===== src/core/cwf_pkg.sv =====
// Shared constants for the comparator window/filter block.
// Assumes a 32-bit Avalon-MM register bus and one 250 MHz clock.
package cwf_pkg;
	// ------------------------------------------------------------
	// Register byte addresses
	// ------------------------------------------------------------
	localparam logic [3:0] CWF_CTRL_ADDR   = 4'h0;
	localparam logic [3:0] CWF_FILT_ADDR   = 4'h4;
	localparam logic [3:0] CWF_STATUS_ADDR = 4'h8;
	// ------------------------------------------------------------
	// Field positions
	// ------------------------------------------------------------
	localparam int CWF_CTRL_POWER_BIT  = 0;
	localparam int CWF_CTRL_WINDOW_BIT = 1;
	localparam int CWF_CTRL_STROBE_BIT = 2;
	localparam int CWF_CTRL_INVERT_BIT = 3;
	localparam int CWF_FILT_COUNT_LSB  = 0;
	localparam int CWF_FILT_INTV_LSB   = 8;
	localparam int CWF_STAT_COND_BIT   = 0;
	localparam int CWF_STAT_WIN_BIT    = 1;
	localparam int CWF_STAT_RISE_BIT   = 2;
	localparam int CWF_STAT_FALL_BIT   = 3;
	// ------------------------------------------------------------
	// Widths and reset values
	// ------------------------------------------------------------
	localparam int         CWF_COUNT_W    = 3;
	localparam int         CWF_INTV_W     = 8;
	localparam logic [3:0] CWF_CTRL_RESET = 4'h0;
	localparam logic [2:0] CWF_COUNT_RST  = 3'h0;
	localparam logic [7:0] CWF_INTV_RST   = 8'h00;
	localparam logic [2:0] CWF_COUNT_ONE  = 3'h1;
endpackage


===== src/core/cwf_tick_gen.sv =====
// Sampling tick source for the filter stage.
// Assumes the strobe input is synchronous to mclk_i.
`timescale 1ns/1ns
`default_nettype none
module cwf_tick_gen #(
	parameter int INTV_W = 8
) (
	input  wire logic              mclk_i,
	input  wire logic              rst_i,
	input  wire logic              clear_i,
	input  wire logic              strobe_sel_i,
	input  wire logic              strobe_i,
	input  wire logic [INTV_W-1:0] interval_i,
	output logic                   tick_o
);
	logic [INTV_W-1:0] div_q;
	logic              strobe_q;
	logic              div_tick;

	// ------------------------------------------------------------
	// Peripheral clock divider
	// ------------------------------------------------------------
	assign div_tick = (interval_i != '0) && (div_q >= interval_i - INTV_W'(1));

	always_ff @(posedge mclk_i or posedge rst_i) begin
		if (rst_i) begin
			div_q <= '0;
		end else if (clear_i || strobe_sel_i || div_tick) begin
			div_q <= '0;
		end else begin
			div_q <= div_q + INTV_W'(1);
		end
	end

	always_ff @(posedge mclk_i or posedge rst_i) begin
		if (rst_i) begin
			strobe_q <= 1'b0;
		end else begin
			strobe_q <= strobe_i;
		end
	end

	// Strobe rising edge or divider wrap
	assign tick_o = strobe_sel_i ? (strobe_i & ~strobe_q) : div_tick;
endmodule // cwf_tick_gen
`default_nettype wire


===== src/core/cwf_agree_filter.sv =====
// Consecutive-sample agreement filter.
// Assumes sample_i is valid whenever tick_i is high.
`timescale 1ns/1ns
`default_nettype none
module cwf_agree_filter #(
	parameter int COUNT_W = 3
) (
	input  wire logic               mclk_i,
	input  wire logic               rst_i,
	input  wire logic               clear_i,
	input  wire logic               tick_i,
	input  wire logic               sample_i,
	input  wire logic [COUNT_W-1:0] need_i,
	output logic                    out_o
);
	logic [COUNT_W-1:0] agree_q;
	logic [COUNT_W-1:0] agree_d;

	assign agree_d = agree_q + COUNT_W'(1);

	// ------------------------------------------------------------
	// Agreement counter and held output
	// ------------------------------------------------------------
	always_ff @(posedge mclk_i or posedge rst_i) begin
		if (rst_i) begin
			agree_q <= '0;
			out_o   <= 1'b0;
		end else if (clear_i) begin
			agree_q <= '0;
			out_o   <= 1'b0;
		end else if (tick_i) begin
			if (sample_i == out_o) begin
				agree_q <= '0;
			end else if (agree_d >= need_i) begin
				agree_q <= '0;
				out_o   <= sample_i;
			end else begin
				agree_q <= agree_d;
			end
		end
	end
endmodule // cwf_agree_filter
`default_nettype wire


===== src/core/cwf_top.sv =====
// Comparator output conditioning: polarity, window, sample and filter.
// Assumes raw compare, gate and strobe inputs synchronous to mclk_i.
// Operation
// - Filter ticks come from divided clock or external strobe, chosen by strobe select.
// - Filter output changes after count consecutive agreeing samples; count one just samples.
// - With strobe select set, sampling happens only on strobe rising edges.
// - With window enable set, compare result is taken only while gate is high.
// - Power-on cleared forces the raw compare result to zero.
// - Continuous mode bypasses window and filter; status follows combinationally.
// - In continuous mode conditioned and window-stage outputs are identical.
// - Sampled non-filtered mode captures window-stage output on each filter tick.
// - Sampled non-filtered mode is a plain sample-and-hold, window bypassed.
// - In sampled modes the path to the window-stage output is combinational.
// - Windowed mode updates window-stage output every clock while gate is high.
// - Windowed/resampled mode resamples windowed output every interval.
// - Windowed/filtered mode resamples and multi-sample filters the windowed output.
// - Strobe select 0 with count 0 resets the filter stage.
// - Count above one enables multi-sample filtering instead of sampling.
// - In windowed modes window-stage output holds while gate is low.
// - Filtered conditioned output comes straight from the filter flop, with no resynchronising stage.
// - Rising and falling edges of conditioned output set sticky event flags.
`timescale 1ns/1ns
`default_nettype none
module cwf_top #(
	parameter int COUNT_W = cwf_pkg::CWF_COUNT_W,
	parameter int INTV_W  = cwf_pkg::CWF_INTV_W
) (
	input  wire logic        mclk_i,
	input  wire logic        rst_i,
	input  wire logic [3:0]  avs_address_i,
	input  wire logic        avs_read_i,
	input  wire logic        avs_write_i,
	input  wire logic [3:0]  avs_byteenable_i,
	input  wire logic [31:0] avs_writedata_i,
	output logic [31:0]      avs_readdata_o,
	output logic             avs_waitrequest_o,
	input  wire logic        raw_compare_result_i,
	input  wire logic        window_gate_i,
	input  wire logic        sample_strobe_i,
	output logic             window_stage_output_o,
	output logic             conditioned_output_o,
	output logic             rise_event_flag_o,
	output logic             fall_event_flag_o
);
	logic               power_on_q;
	logic               window_en_q;
	logic               strobe_sel_q;
	logic               polarity_invert_q;
	logic [COUNT_W-1:0] filter_sample_count_q;
	logic [INTV_W-1:0]  filter_sample_interval_q;
	logic               win_hold_q;
	logic               cond_prev_q;
	logic               raw_gated;
	logic               polarity_out;
	logic               filter_in_use;
	logic               filter_clear;
	logic               sample_tick;
	logic               filter_out;
	logic               cont_mode;
	logic               rise_evt;
	logic               fall_evt;
	logic               bus_req;
	logic               bus_take;
	logic               wr_ctrl;
	logic               wr_filt;
	logic               wr_stat;
	logic               clr_rise;
	logic               clr_fall;

	// ------------------------------------------------------------
	// Compare path and mode decode
	// ------------------------------------------------------------
	assign raw_gated     = power_on_q & raw_compare_result_i;
	assign polarity_out  = raw_gated ^ polarity_invert_q;
	assign filter_in_use = power_on_q && (filter_sample_count_q != '0)
		&& (strobe_sel_q || filter_sample_interval_q != '0);
	assign cont_mode     = power_on_q && !window_en_q && !filter_in_use;
	assign filter_clear  = !strobe_sel_q && (filter_sample_count_q == '0);

	// Window latch runs on every clock while the gate is high
	always_ff @(posedge mclk_i or posedge rst_i) begin
		if (rst_i) begin
			win_hold_q <= 1'b0;
		end else if (window_en_q && window_gate_i) begin
			win_hold_q <= polarity_out;
		end
	end

	// Unwindowed modes reach the window stage with no clocked element
	assign window_stage_output_o = window_en_q ? win_hold_q : polarity_out;
	// Bypass gives both outputs the same value; filter output is already a flop
	assign conditioned_output_o  = filter_in_use ? filter_out : window_stage_output_o;

	// ------------------------------------------------------------
	// Sampling clock and filter
	// ------------------------------------------------------------
	cwf_tick_gen #(
		.INTV_W (INTV_W)
	) u_tick (
		.mclk_i       (mclk_i),
		.rst_i        (rst_i),
		.clear_i      (filter_clear),
		.strobe_sel_i (strobe_sel_q),
		.strobe_i     (sample_strobe_i),
		.interval_i   (filter_sample_interval_q),
		.tick_o       (sample_tick)
	);

	// Resamples window-stage output in modes 3, 4, 6 and 7
	cwf_agree_filter #(
		.COUNT_W (COUNT_W)
	) u_filter (
		.mclk_i   (mclk_i),
		.rst_i    (rst_i),
		.clear_i  (filter_clear),
		.tick_i   (sample_tick),
		.sample_i (window_stage_output_o),
		.need_i   (filter_sample_count_q),
		.out_o    (filter_out)
	);

	// ------------------------------------------------------------
	// Edge events
	// ------------------------------------------------------------
	assign rise_evt = conditioned_output_o & ~cond_prev_q;
	assign fall_evt = ~conditioned_output_o & cond_prev_q;
	assign clr_rise = wr_stat && avs_writedata_i[cwf_pkg::CWF_STAT_RISE_BIT];
	assign clr_fall = wr_stat && avs_writedata_i[cwf_pkg::CWF_STAT_FALL_BIT];

	always_ff @(posedge mclk_i or posedge rst_i) begin
		if (rst_i) begin
			cond_prev_q <= 1'b0;
		end else begin
			cond_prev_q <= conditioned_output_o;
		end
	end

	// Sticky, write one to clear; a new edge beats the clear
	always_ff @(posedge mclk_i or posedge rst_i) begin
		if (rst_i) begin
			rise_event_flag_o <= 1'b0;
			fall_event_flag_o <= 1'b0;
		end else begin
			if (rise_evt) begin
				rise_event_flag_o <= 1'b1;
			end else if (clr_rise) begin
				rise_event_flag_o <= 1'b0;
			end
			if (fall_evt) begin
				fall_event_flag_o <= 1'b1;
			end else if (clr_fall) begin
				fall_event_flag_o <= 1'b0;
			end
		end
	end

	// ------------------------------------------------------------
	// Avalon-MM slave, one wait state per access
	// ------------------------------------------------------------
	// Accepted write to one register address
	function automatic logic write_hit(
		input logic       take,
		input logic       write,
		input logic [3:0] addr,
		input logic [3:0] target
	);
		return take && write && (addr == target);
	endfunction

	assign bus_req  = avs_read_i | avs_write_i;
	assign bus_take = bus_req & ~avs_waitrequest_o;
	assign wr_ctrl  = write_hit(bus_take, avs_write_i, avs_address_i, cwf_pkg::CWF_CTRL_ADDR) && avs_byteenable_i[0];
	assign wr_filt  = write_hit(bus_take, avs_write_i, avs_address_i, cwf_pkg::CWF_FILT_ADDR);
	assign wr_stat  = write_hit(bus_take, avs_write_i, avs_address_i, cwf_pkg::CWF_STATUS_ADDR) && avs_byteenable_i[0];

	always_ff @(posedge mclk_i or posedge rst_i) begin
		if (rst_i) begin
			avs_waitrequest_o <= 1'b1;
		end else begin
			avs_waitrequest_o <= ~(bus_req & avs_waitrequest_o);
		end
	end

	always_ff @(posedge mclk_i or posedge rst_i) begin
		if (rst_i) begin
			{polarity_invert_q, strobe_sel_q, window_en_q, power_on_q} <= cwf_pkg::CWF_CTRL_RESET;
		end else if (wr_ctrl) begin
			power_on_q        <= avs_writedata_i[cwf_pkg::CWF_CTRL_POWER_BIT];
			window_en_q       <= avs_writedata_i[cwf_pkg::CWF_CTRL_WINDOW_BIT];
			strobe_sel_q      <= avs_writedata_i[cwf_pkg::CWF_CTRL_STROBE_BIT];
			polarity_invert_q <= avs_writedata_i[cwf_pkg::CWF_CTRL_INVERT_BIT];
		end
	end

	always_ff @(posedge mclk_i or posedge rst_i) begin
		if (rst_i) begin
			filter_sample_count_q    <= COUNT_W'(cwf_pkg::CWF_COUNT_RST);
			filter_sample_interval_q <= INTV_W'(cwf_pkg::CWF_INTV_RST);
		end else if (wr_filt) begin
			if (avs_byteenable_i[0]) begin
				filter_sample_count_q <= avs_writedata_i[cwf_pkg::CWF_FILT_COUNT_LSB +: COUNT_W];
			end
			if (avs_byteenable_i[1]) begin
				filter_sample_interval_q <= avs_writedata_i[cwf_pkg::CWF_FILT_INTV_LSB +: INTV_W];
			end
		end
	end

	// Read data captured in the wait cycle; unmapped reads give zero
	always_ff @(posedge mclk_i or posedge rst_i) begin
		if (rst_i) begin
			avs_readdata_o <= 32'h0000_0000;
		end else if (avs_read_i && avs_waitrequest_o) begin
			avs_readdata_o <= 32'h0000_0000;
			unique case (avs_address_i)
				cwf_pkg::CWF_CTRL_ADDR: begin
					avs_readdata_o[cwf_pkg::CWF_CTRL_POWER_BIT]  <= power_on_q;
					avs_readdata_o[cwf_pkg::CWF_CTRL_WINDOW_BIT] <= window_en_q;
					avs_readdata_o[cwf_pkg::CWF_CTRL_STROBE_BIT] <= strobe_sel_q;
					avs_readdata_o[cwf_pkg::CWF_CTRL_INVERT_BIT] <= polarity_invert_q;
				end
				cwf_pkg::CWF_FILT_ADDR: begin
					avs_readdata_o[cwf_pkg::CWF_FILT_COUNT_LSB +: COUNT_W] <= filter_sample_count_q;
					avs_readdata_o[cwf_pkg::CWF_FILT_INTV_LSB +: INTV_W]   <= filter_sample_interval_q;
				end
				cwf_pkg::CWF_STATUS_ADDR: begin
					avs_readdata_o[cwf_pkg::CWF_STAT_COND_BIT] <= conditioned_output_o;
					avs_readdata_o[cwf_pkg::CWF_STAT_WIN_BIT]  <= window_stage_output_o;
					avs_readdata_o[cwf_pkg::CWF_STAT_RISE_BIT] <= rise_event_flag_o;
					avs_readdata_o[cwf_pkg::CWF_STAT_FALL_BIT] <= fall_event_flag_o;
				end
				default: begin
					avs_readdata_o <= 32'h0000_0000;
				end
			endcase
		end
	end
endmodule // cwf_top
`default_nettype wire


===== config.mk =====
export PLATFORM = sky130hd
export DESIGN_NAME = cwf_top
export DESIGN_NICKNAME = d
export VERILOG_FILES = /design/src/core/cwf_pkg.sv /design/src/core/cwf_tick_gen.sv /design/src/core/cwf_agree_filter.sv /design/src/core/cwf_top.sv
export SDC_FILE = /design/constraint.sdc
export NUM_CORES = 1
export LEC_CHECK = 0
export ABC_CLOCK_PERIOD_IN_PS = 2600
export BUFFER_PORTS_ARGS = -buffer_cell sky130_fd_sc_hd__buf_2
export CAP_MARGIN = 10
export CORE_MARGIN = 2
export CORE_UTILIZATION = 46
export DETAILED_ROUTE_END_ITERATION = 16
export GPL_TIMING_DRIVEN = 0
export PLACE_DENSITY = 0.76
export SKIP_LAST_GASP = 1
export SLEW_MARGIN = 20
export SYNTH_ARGS = -nofsm -noshare
export SYNTH_HDL_FRONTEND = slang
export SYNTH_SLANG_ARGS = --single-unit

===== constraint.sdc =====
create_clock -name mclk_i -period 2.6 [get_ports mclk_i]
set_clock_uncertainty 0.05 [all_clocks]
set_input_delay 0.52 -clock mclk_i [delete_from_list [all_inputs] [get_ports mclk_i]]
set_output_delay 0.52 -clock mclk_i [all_outputs]
set_load 0.01 [all_outputs]

**Word-level counts from Yosys, hierarchy flattened**

Cells that the tools add are included.
W data, S select, Z words.

- Muxes and demuxes: 19
- Order comparisons: 2
- Equality and inequality tests: 4
- Add/subtract/negate cells: 3
- Bitwise gates (word level): 13
- Reductions and logical operators: 29

Operator list:

| operator | number |
|---|---|
| $mux W8 | 2 |
| $logic_and A1 B1 Y1 | 14 |
| $mux W3 | 4 |
| $mux W1 | 11 |
| $pmux W3 S3 | 1 |
| $add A8 B1 Y8 const B | 1 |
| $ge A8 B8 Y1 | 1 |
| $reduce_bool A2 Y1 | 4 |
| $reduce_bool A8 Y1 | 1 |
| $sub A8 B1 Y8 const B | 1 |
| $and A1 B1 Y1 | 6 |
| $not A1 Y1 | 5 |
| $eq A4 B3 Y1 const B | 1 |
| $eq A4 B4 Y1 const B | 1 |
| $logic_not A4 Y1 | 1 |
| $reduce_and A2 Y1 | 2 |
| $add A3 B1 Y3 const B | 1 |
| $ge A3 B3 Y1 | 1 |
| $logic_not A3 Y1 | 1 |
| $logic_or A1 B1 Y1 | 3 |
| $reduce_and A3 Y1 | 1 |
| $reduce_bool A3 Y1 | 1 |
| $ne A2 B2 Y1 const B | 1 |
| $pmux W1 S2 | 1 |
| other kinds (4) | 4 |

- Input bits: 47
- Output and inout port bits: 37
- Logic and storage cells: 86
- Register bits after elaboration: 45

**Longest topological paths before layout**

Gate-level depths: netlist of run 1.

- Depth in word-level cells: 8
- Gate-level depth with buffers: 11
- Mapped depth without buffers: 11

**Cells and area by module**

A second synthesis of run 1 with hierarchy kept.

- Cells, all modules: 256
- Area, all modules: 2,666.3 um^2

Modules (own cells, without submodules):

| module | cells an instance | area an instance (um^2) | sequential area each (um^2) | instances |
|---|---|---|---|---|
| cwf_top | 150 | 1,599.0 | 802.0 | 1 |
| cwf_tick_gen | 80 | 777.0 | 225.2 | 1 |
| cwf_agree_filter | 26 | 290.3 | 100.1 | 1 |

**Least setup slack after synthesis of run 1**

OpenSTA, ideal clock, no wires.

- Kind: register -> register
- From: reg filter_sample_interval_q[0]
- To: reg u_filter.out_o
- Stages on the path, launching flop included: 12
- Clock period less this slack: 2.723 ns
- Arrival: 2.545 ns
- Path buffers: 0
- Library setup time: 0.128 ns
- Path slack: -0.123 ns
- Required time: 2.422 ns
- Path through: dfrtp_1 inv_1 ha_1 nor3b_4 nand2_1 xor2_1 ha_1 and4_1 o21ai_1 o311a_2 a211oi_1 mux2_1

- Longest elaborated chain between the ends: 6
- Elaborated cells on any way between the ends: 7
- Those cells by class: 1 x add/sub; 1 x order compare; 1 x mux; 4 x reduce/logical

Ends and longest elaborated chain:

| what | RTL line | source |
|---|---|---|
| from (decl) | cwf_top.sv:50 | `logic [INTV_W-1:0] filter_sample_interval_q;` |
| from (signal assigned) | cwf_top.sv:198 | `filter_sample_interval_q <= INTV_W'(cwf_pkg::CWF_INTV_RST);` |
| from (signal assigned) | cwf_top.sv:204 | `filter_sample_interval_q <= avs_writedata_i[cwf_pkg::CWF_FILT_INTV_LSB +: INTV_W];` |
| $sub A8 B1 Y8 | cwf_tick_gen.sv:23 | `assign div_tick = (interval_i != '0) && (div_q >= interval_i - INTV_W'(1));` |
| $ge A8 B8 Y1 | cwf_tick_gen.sv:23 |  |
| $logic_and A1 B1 Y1 (*) | cwf_tick_gen.sv:23 |  |
| $mux W1 (*) | cwf_tick_gen.sv:44 | `assign tick_o = strobe_sel_i ? (strobe_i & ~strobe_q) : div_tick;` |
| $reduce_bool A2 Y1 (no line) (*) | n/a |  |
| $reduce_and A3 Y1 (no line) (*) | n/a |  |
| to (signal assigned) | cwf_agree_filter.sv:36 | `out_o <= sample_i;` |
| to (decl) | cwf_agree_filter.sv:14 | `output logic out_o` |

Every way passes the cells marked *; elsewhere a longest branch is shown, timed or not.
A chain may end at the register's enable or synchronous reset.

**Worst setup path in the final report of run 1**

Ends and elaborated chain as after synthesis.

==> results of run 1 <==
cell families after synthesis:
group | Yosys count | synth area share
xor gates and xnor gates | 13 | 0.0438
DFF | 45 | 0.434
and+or+nand+nor | 74 | 0.148
muxes | 18 | 0.0751
buffers and inverters | 35 | 0.0795
other | 1 | 0.00144
adders and majority gates | 14 | 0.0674
AOI/OAI and AO/OA | 46 | 0.151
sequential cells by signal (all words and copies together), names as in the netlist, 3 cells and up:
name,flops
avs_readdata_o,12
u_tick.div_q,8
filter_sample_interval_q,8
u_filter.agree_q,3
filter_sample_count_q,3
through the flow:
step                      hold slack [ns]  TNS (ns)  instance area [sq um]  utilization  power, mW
after global placement              0.379    -0.363                   2990        0.546       1.59
final                               0.123     -1.85                   3250        0.595       2.24
after floorplan                     0.366         0                   2700            -       1.45
after CTS                           0.127    -0.356                   3180        0.582       2.15
after detailed placement            0.409     -1.11                   3010        0.549       1.64
after global routing                0.136     -4.10                   3250        0.595       2.38
metal layers:
layer / GRT usage / vias to the layer above / wire, um
li1: - / 992 / -
met1: 0.226 / 940 / 2280
met2: 0.304 / 61 / 2650
met3: 0.0318 / 9 / 259
met4: 0.0707 / 0 / 125
met5: 0 / - / 0
final cells by class:
class | count | area [sq um]
multi-input combinational | 185 | 1420
timing repair buffer | 54 | 318
clock inverter | 3 | 21.3
inverter | 13 | 48.8
buffer | 22 | 158
sequential | 45 | 1130
fill | 445 | 2220
clock buffer | 5 | 68.8
tap | 72 | 90.1
worst paths after layout:
kind,endpoint,depth (start not counted),slack (ns),from
max in group asynchronous,avs_waitrequest_o,3,1.84,rst_i
worst min-delay path,u_tick.div_q[6],2,0.12,rst_i
worst max-delay path,u_filter.out_o,11,-0.21,filter_sample_interval_q[0]
worst min register to register,rise_event_flag_o,1,0.42,cond_prev_q
min in group mclk_i,u_tick.strobe_q,1,0.28,sample_strobe_i
worst max register to register,u_filter.out_o,11,-0.21,filter_sample_interval_q[0]
repair_timing:
item / CTS / global route
pin swaps: 7 / 14
gates resized for setup: 5 / 7
buffers inserted: 8 / 6
cloned: 0 / 0
setup endpoints to repair: 13 / 13
critical path, delay by kind of cell, from the launching register on:
kind                     cells  cell delay [ns]
AO/OA/AOI/OAI                3             0.69
XOR/XNOR                     1             0.15
adder cells (fa/ha/maj)      2             0.43
buffers and inverters        1             0.10
flip-flops                   1             0.42
multiplexers                 1             0.32
AND/OR/NAND/NOR              3             0.53
placed cells by master (no fill, tap or decap), types with 2 or more instances in the layout:
| cell type | n |
|---|---|
| a21oi_1 | 6 |
| nor2b_1 | 3 |
| nand3_1 | 5 |
| conb_1 | 20 |
| and3_1 | 2 |
| nor3_1 | 6 |
| or3_1 | 2 |
| buf_4 | 33 |
| dfrtp_1 | 43 |
| inv_1 | 10 |
| ha_1 | 13 |
| xor2_1 | 6 |
| clkbuf_1 | 2 |
| buf_2 | 40 |
| or2b_1 | 2 |
| a22o_1 | 9 |
| nor2_1 | 19 |
| mux2i_1 | 5 |
| mux2_2 | 11 |
| nand2b_1 | 2 |
| o21ai_0 | 10 |
| inv_2 | 3 |
| nor2_2 | 4 |
| xnor2_1 | 7 |
| clkbuf_8 | 5 |
| nand2_1 | 19 |
power by group:
part	switching [mW]	internal, mW
clock	0.259	0.191
sequential	0.126	0.802
combinational	0.426	0.431
==> impl_metrics.py, run 1 <==
metrics = {
    "cts": {
        "cts_root_buffer": "clkbuf_8",
        "clk_path_buf_depth": 2,
        "cts_made_buffers": 5,
        "clock_sinks": 45,
        "clk_latency_ns": 0.30,
        "cts_tree": "yes",
        "cts_hold_buf": 0,
        "htreeDepth": 2,
        "clkTransAtPathRegs_ns": 0.09,
    },
    "timing": {
        "setup_ws_ns": -0.210,
        "setup_violations": 13,
        "min_period_ns": 2.81,
        "worstMarginPinSlew_ns": 0.637,
        "timing.final.hold_violations": 0,
        "fmax_mhz": 356,
        "drv_slew": 0,
        "relSlewSlack": 0.564,
        "rsz0062_at_grt": "yes",
        "final.period_utilization": 1.08,
    },
    "logic_synthesis": {
        "synthDistinctLibCells": 54,
        "synth_area_sq_mm": 0.00260,
        "synth_edf_count": 0,
        "synth.largest_area_cell": "dfrtp_1",
        "yosysSeqAreaShare": 0.434,
        "ys_ff_latch": 45,
        "synthTopCellsByCount": "44 x dfrtp_1, 21 x nor2_1, 20 x buf_4, 19 x nand2_1, 14 x ha_1",
        "yosys_warnings": 0,
        "syn_area_per_cell_sq_um": 10.6,
        "yosysMostFrequentCell": "dfrtp_1",
        "synth_cells": 246,
        "yosys-top-cells-area": "dfrtp_1 42%, ha_1 6.7%, buf_4 5.8%, mux2_2 4.8%, a22o_1 3.0%",
        "async_flop_share": 1.00,
        "yosysTopAreaCellShare": 0.424,
        "synthFlopType": "dfrtp_1",
    },
    "die": {
        "core_sq_mm": 0.00547,
        "dieArea_sq_mm": 0.00626,
        "die_y_um": 79.1,
        "initial_core_util": 0.475,
        "ios": 84,
        "rows": 27,
        "die_w_um": 79.1,
    },
    "worst_setup_path": {
        "slowest_delay_ns": 0.42,
        "crit_arrival_ns": 2.96,
        "slowest_stage": "dfrtp_1",
        "critPathCaptureType": "flop",
        "crit_chain": "inv_2 > ha_4 > nor3b_4 > nand2_1 > xor2_1 > ha_1 > and4_1 > o21ai_2 > o311a_4 > a211oi_4 > mux2_4",
        "cp-start-kind": "flop",
        "worstPathMaxFanout": 4,
        "path_class": "flop to flop",
        "critical_path_required_ns": 2.75,
    },
    "route": {
        "vias": 2002,
        "firstDrtPassIters": 4,
        "wl_mm": 5.31,
        "drt_iter0_markers": 108,
        "ant_nets": 0,
        "wl_per_cell_um": 13.3,
        "drc": 0,
        "viasPerCell": 5.02,
    },
    "pwr": {
        "p_leak_nw": 1.60,
        "vdd_ir_drop_max_v": 0.000246,
        "power_density_mw_per_mm2": 687,
    },
    "global_routing": {
        "grt-ovfl-total": 0,
        "grt_pass1_wl_mm": 8.89,
        "grt_pass1_vias": 1990,
        "grt_start_max_net_pins": 32,
        "grt_antenna_before_repair": 0,
        "grt_usage": 0.179,
    },
    "placement": {
        "dp_hpwl_mm": 3.97,
        "gp_congestion": 0.790,
        "dp_cells": 378,
        "post-place-ws_ns": -0.230,
        "port_buffers": 40,
    },
    "cells_and_area": {
        "finalNetCount": 387,
        "layout-drive-gt1-share": 0.370,
        "syn_to_final_growth_pct": 25.3,
        "diodes": 0,
        "fin_cells": 399,
    },
    "status": {
        "status": "finished, violations left",
        "violations": "setup timing",
    },
    "job": {
        "drv_cap": 0,
    },
    "worst_hold_path": {
        "worstHoldPathType": "input port to asynchronous set/reset pin",
    },
}
No activity file was read; power rests on OpenSTA's default activity.
==> inputs of run 2 (changes only) <==
--- a/config.mk
+++ b/config.mk
@@ -8,11 +8,14 @@
 export ABC_CLOCK_PERIOD_IN_PS = 2600
 export BUFFER_PORTS_ARGS = -buffer_cell sky130_fd_sc_hd__buf_2
 export CAP_MARGIN = 10
+export CELL_PAD_IN_SITES_DETAIL_PLACEMENT = 0
+export CELL_PAD_IN_SITES_GLOBAL_PLACEMENT = 1
 export CORE_MARGIN = 2
-export CORE_UTILIZATION = 46
+export CORE_UTILIZATION = 35
+export CTS_CLUSTER_DIAMETER = 150
 export DETAILED_ROUTE_END_ITERATION = 16
 export GPL_TIMING_DRIVEN = 0
-export PLACE_DENSITY = 0.76
+export PLACE_DENSITY_LB_ADDON = 0.1
 export SKIP_LAST_GASP = 1
 export SLEW_MARGIN = 20
 export SYNTH_ARGS = -nofsm -noshare
==> impl_metrics.py, run 2 (synthesis gave the netlist of run 1 again) <==
metrics = {
    "status": {
        "status": "finished, violations left",
        "violations": "setup timing",
    },
    "timing": {
        "relSlewSlack": 0.653,
        "setup_ws_ns": -0.0703,
        "worstMarginPinSlew_ns": 0.507,
        "setup_violations": 10,
        "rsz0062_at_grt": "yes",
        "timing.final.hold_violations": 0,
        "fmax_mhz": 374,
        "min_period_ns": 2.67,
        "drv_slew": 0,
        "holdWs_ns": 0.163,
        "final.period_utilization": 1.03,
    },
    "placement": {
        "dp_hpwl_mm": 4.13,
        "gp_congestion": 0.747,
        "dpl-instance-area_sq_mm": 0.00304,
        "port_buffers": 40,
    },
    "cts": {
        "cts_tree": "yes",
        "clock_sinks": 45,
        "clk_latency_ns": 0.30,
        "cts_made_buffers": 5,
        "htreeDepth": 2,
        "clk_path_buf_depth": 2,
        "clkTransAtPathRegs_ns": 0.08,
        "cts_hold_buf": 0,
        "cts_root_buffer": "clkbuf_8",
    },
    "die": {
        "die_w_um": 90.1,
        "die_y_um": 90.1,
        "core_sq_mm": 0.00721,
        "rows": 31,
        "ios": 84,
        "dieArea_sq_mm": 0.00813,
        "initial_core_util": 0.360,
    },
    "pwr": {
        "switching_share": 0.335,
        "power.switching_mw": 0.762,
        "p_seq_frac": 0.410,
        "p_leak_nw": 1.60,
        "power_density_mw_per_mm2": 693,
        "p_int_mw": 1.51,
        "clkPwrFrac": 0.248,
        "vdd_ir_drop_max_v": 0.000279,
        "pwr-share-comb": 0.342,
    },
    "cells_and_area": {
        "post-route-util": 0.454,
        "largest_reg_flops": 12,
        "final_common_cell": "dfrtp_1",
        "syn_to_final_growth_pct": 26.1,
        "fin_area_sq_mm": 0.00328,
        "layout_common_cells": "44 x dfrtp_1, 40 x buf_2, 31 x buf_4",
        "diodes": 0,
        "top_register": "avs_readdata_o",
        "layout-drive-gt1-share": 0.357,
        "top_regs": "avs_readdata_o: 12 flops, filter_sample_interval_q: 8 flops, u_tick.div_q: 8 flops",
        "finalNetCount": 385,
    },
    "worst_setup_path": {
        "critPathCaptureType": "flop",
        "path_class": "flop to flop",
        "critical_path_required_ns": 2.74,
        "crit_start": "filter_sample_interval_q[1]",
        "cp-start-kind": "flop",
        "worstPathMaxFanout": 4,
        "crit_arrival_ns": 2.81,
        "timing.rr.start": "filter_sample_interval_q[1]",
    },
    "route": {
        "drt_iter0_markers": 36,
        "viasPerCell": 4.58,
        "drc": 0,
        "vias": 1943,
        "firstDrtPassIters": 4,
        "wl_per_cell_um": 12.9,
        "wl_mm": 5.46,
        "ant_nets": 0,
    },
    "global_routing": {
        "grt_pass1_wl_mm": 9.23,
        "grt-ovfl-total": 0,
        "grt_start_max_net_pins": 29,
        "grt_antenna_before_repair": 0,
        "grt_pass1_vias": 1936,
        "grt_usage": 0.141,
    },
    "job": {
        "drv_cap": 0,
    },
    "worst_hold_path": {
        "worstHoldPathType": "input port to asynchronous set/reset pin",
    },
}
[run 2: path summary, 6_finish.rpt]
path	endpoint	slack [ns]	cells after the start
hold / removal	u_tick.strobe_q	0.16	2
setup reg to reg	u_filter.out_o	-0.07	11
min in group mclk_i	u_tick.strobe_q	0.29	1
setup / recovery	u_filter.out_o	-0.07	11
hold reg to reg	rise_event_flag_o	0.40	1
max in group asynchronous	avs_waitrequest_o	1.77	3
[run 2: per-layer routing]
layer,track usage,vias to the layer above,share of wire
li1,-,995,-
met1,0.186,907,0.49
met2,0.233,36,0.46
met3,0.0302,5,0.035
met4,0.0423,0,0.011
met5,0,-,0
[run 2: layout make-up]
| type | count | area (sq um) |
|---|---|---|
| Fill cell | 714 | 3940 |
| Multi-Input combinational cell | 185 | 1400 |
| Sequential cell | 45 | 1130 |
| Timing Repair Buffer | 52 | 303 |
| Buffer | 22 | 158 |
| Tap cell | 99 | 124 |
| Clock buffer | 6 | 82.6 |
| Inverter | 13 | 48.8 |
| Clock inverter | 2 | 37.5 |
[run 2: power groups by stage]
stage	Combinational (mW)	Sequential [mW]	Clock [mW]
finish	0.777	0.932	0.562
global route	0.877	0.954	0.611
CTS	0.729	0.935	0.583
detailed placement	0.685	0.945	0
global placement	0.674	0.943	0
floorplan	0.538	0.911	0
[run 2: stage by stage]
stage,setup WS (ns),setup TNS [ns],power (mW),std cells
6_report,-0.0703,-0.287,2.27,424
5_1_grt,-0.263,-2.48,2.44,424
4_1_cts,-0.121,-0.322,2.25,420
3_5_place_dp,-0.165,-0.824,1.63,405
3_3_place_gp,-0.183,-0.879,1.62,404
2_1_floorplan,0.00903,0,1.45,265
[run 2: repair_timing]
item                                   in CTS  in global routing
endpoints found under the hold margin       0                  0
pin swaps                                   6                  9
gates resized for setup                     3                  3
setup endpoints to repair                  13                 13
setup buffers                               7                  4
[run 2: worst max-delay path: stages, from the launching register on]
cell and delay, ns:
dfrtp_1 0.42, inv_2 0.09, ha_4 0.13, nor3b_4 0.23, nand2_1 0.09, xor2_1 0.14
ha_1 0.29, and4_1 0.19, o21ai_2 0.06, o311a_4 0.34, a211oi_2 0.20, mux2_1 0.33
==> inputs of run 3 (changes only) <==
--- a/config.mk
+++ b/config.mk
@@ -16,6 +16,7 @@
 export DETAILED_ROUTE_END_ITERATION = 16
 export GPL_TIMING_DRIVEN = 0
 export PLACE_DENSITY_LB_ADDON = 0.1
+export SKIP_CTS_REPAIR_TIMING = 1
 export SKIP_LAST_GASP = 1
 export SLEW_MARGIN = 20
 export SYNTH_ARGS = -nofsm -noshare
==> impl_metrics.py, run 3 (synthesis gave the netlist of run 1 again) <==
metrics = {
    "global_routing": {
        "grt_antenna_before_repair": 0,
        "use_met2": 0.223,
        "use_met3": 0.0302,
        "grt-ovfl-total": 0,
        "grt_util_met1": 0.181,
        "grt_usage": 0.136,
        "grt_start_max_net_pins": 29,
        "grt_pass1_vias": 1854,
        "grt_pass1_wl_mm": 8.91,
        "busiest_layer": "met2",
    },
    "die": {
        "dieArea_sq_mm": 0.00813,
        "ios": 84,
        "die_y_um": 90.1,
        "rows": 31,
        "die_w_um": 90.1,
        "core_sq_mm": 0.00721,
        "initial_core_util": 0.360,
    },
    "route": {
        "wl_per_cell_um": 12.8,
        "drt_iter0_markers": 36,
        "wl_mm": 5.35,
        "viasPerCell": 4.60,
        "drc": 0,
        "ant_nets": 0,
        "firstDrtPassIters": 4,
        "vias": 1922,
    },
    "cells_and_area": {
        "syn_to_final_growth_pct": 24.4,
        "diodes": 0,
        "layout_common_cells": "43 x dfrtp_1, 40 x buf_2, 25 x buf_4",
        "top_register": "avs_readdata_o",
        "finalNetCount": 379,
        "top_regs": "avs_readdata_o: 12 flops, filter_sample_interval_q: 8 flops, u_tick.div_q: 8 flops",
        "largest_reg_flops": 12,
        "fin_area_sq_mm": 0.00323,
        "final_common_cell": "dfrtp_1",
        "layout-drive-gt1-share": 0.348,
    },
    "worst_setup_path": {
        "r2r_cells": 11,
        "crit_start": "filter_sample_interval_q[0]",
        "slowest_stage": "dfrtp_1",
        "timing.rr.start": "filter_sample_interval_q[0]",
        "r2r-end": "u_filter.out_o",
        "crit_path_end": "conditioned_output_o",
        "crit_path_frequent_cell": "inv_2",
        "rrSetupSlack_ns": -0.14,
        "cp-start-kind": "flop",
        "crit_chain": "inv_2 > ha_4 > nor3b_4 > nand2_2 > o311ai_4 > mux2i_4 > inv_2 > buf_2",
        "worstPathMaxFanout": 4,
        "slowest_delay_ns": 0.42,
        "critPathCaptureType": "output port",
        "crit_arrival_ns": 2.17,
        "path_class": "flop to output port",
        "critical_path_required_ns": 2.03,
    },
    "status": {
        "status": "finished, violations left",
        "violations": "setup timing",
    },
    "cts": {
        "clkTransAtPathRegs_ns": 0.09,
        "cts_tree": "yes",
        "htreeDepth": 2,
        "clock_sinks": 45,
        "cts_root_buffer": "clkbuf_8",
        "clk_path_buf_depth": 2,
        "cts_made_buffers": 5,
        "clk_latency_ns": 0.30,
    },
    "job": {
        "drv_cap": 0,
    },
    "timing": {
        "worstMarginPinSlew_ns": 0.590,
        "setup_violations": 3,
        "rsz0062_at_grt": "yes",
        "drv_slew": 0,
        "relSlewSlack": 0.605,
        "min_period_ns": 2.74,
        "fmax_mhz": 364,
        "final.period_utilization": 1.06,
        "timing.final.hold_violations": 0,
        "setup_ws_ns": -0.144,
    },
    "placement": {
        "post-place-ws_ns": -0.165,
        "gp_congestion": 0.747,
        "port_buffers": 40,
        "dpl-instance-area_sq_mm": 0.00304,
        "dp_hpwl_mm": 4.13,
    },
    "worst_hold_path": {
        "worstHoldPathType": "input port to asynchronous set/reset pin",
    },
    "pwr": {
        "vdd_ir_drop_max_v": 0.000278,
        "power_density_mw_per_mm2": 686,
        "p_leak_nw": 1.57,
    },
}
## run 3: cell types whose count changed in the layout (fill, tap and decap cells not counted)
cell / delta
mux2i_4: +1
dfrtp_2: +1
dfrtp_1: -1
nor2_2: -1
inv_1: -1
buf_4: -6
o21ai_2: +1
mux2i_2: -1
o21ai_4: -1
nor2_1: +1
inv_2: +1
## run 3: worst max-delay path, delay by kind of cell, from the launching register on
family                   cells  cell delay (ns)
AO/OA/AOI/OAI                1             0.32
multiplexers                 1             0.35
adder cells (fa/ha/maj)      1             0.14
AND/OR/NAND/NOR              2             0.34
buffers and inverters        3             0.31
flip-flops                   1             0.42
## run 3: cell type report
type,instances,area [sq um]
Clock inverter,2,37.5
Multi-Input combinational cell,185,1390
Clock buffer,6,82.6
Sequential cell,45,1130
Tap cell,99,124
Inverter,13,48.8
Timing Repair Buffer,46,258
Fill cell,719,3980
Buffer,22,158
## run 3: worst min-delay path by stage
stage               cells past startpoint                end         from
floorplan                               1  rise_event_flag_o  cond_prev_q
global placement                        1  rise_event_flag_o  cond_prev_q
detailed placement                      1  rise_event_flag_o  cond_prev_q
CTS                                     2        window_en_q        rst_i
global route                            2        window_en_q        rst_i
finish                                  2        window_en_q        rst_i
## run 3: power by group
group	leakage [nW]	internal (mW)	switching [mW]	total (mW)
clock network	0.0574	0.313	0.250	0.562
registers	0.581	0.802	0.132	0.934
logic	0.934	0.353	0.366	0.719
## run 3: layer usage
layer	vias to the layer above	wire length, um
li1	983	-
met1	895	2600
met2	39	2500
met3	5	193
met4	0	57
met5	-	0
## run 3: through the flow
| step | util | setup TNS, ns | power [mW] | cells | hold slack (ns) |
|---|---|---|---|---|---|
| global route | 0.448 | -2.30 | 2.38 | 418 | 0.182 |
| global placement | 0.419 | -0.879 | 1.62 | 404 | 0.383 |
| detailed placement | 0.421 | -0.824 | 1.63 | 405 | 0.390 |
| floorplan | - | 0 | 1.45 | 265 | 0.366 |
| finish | 0.448 | -0.375 | 2.22 | 418 | 0.160 |
| CTS | 0.438 | -1.60 | 2.20 | 413 | 0.167 |
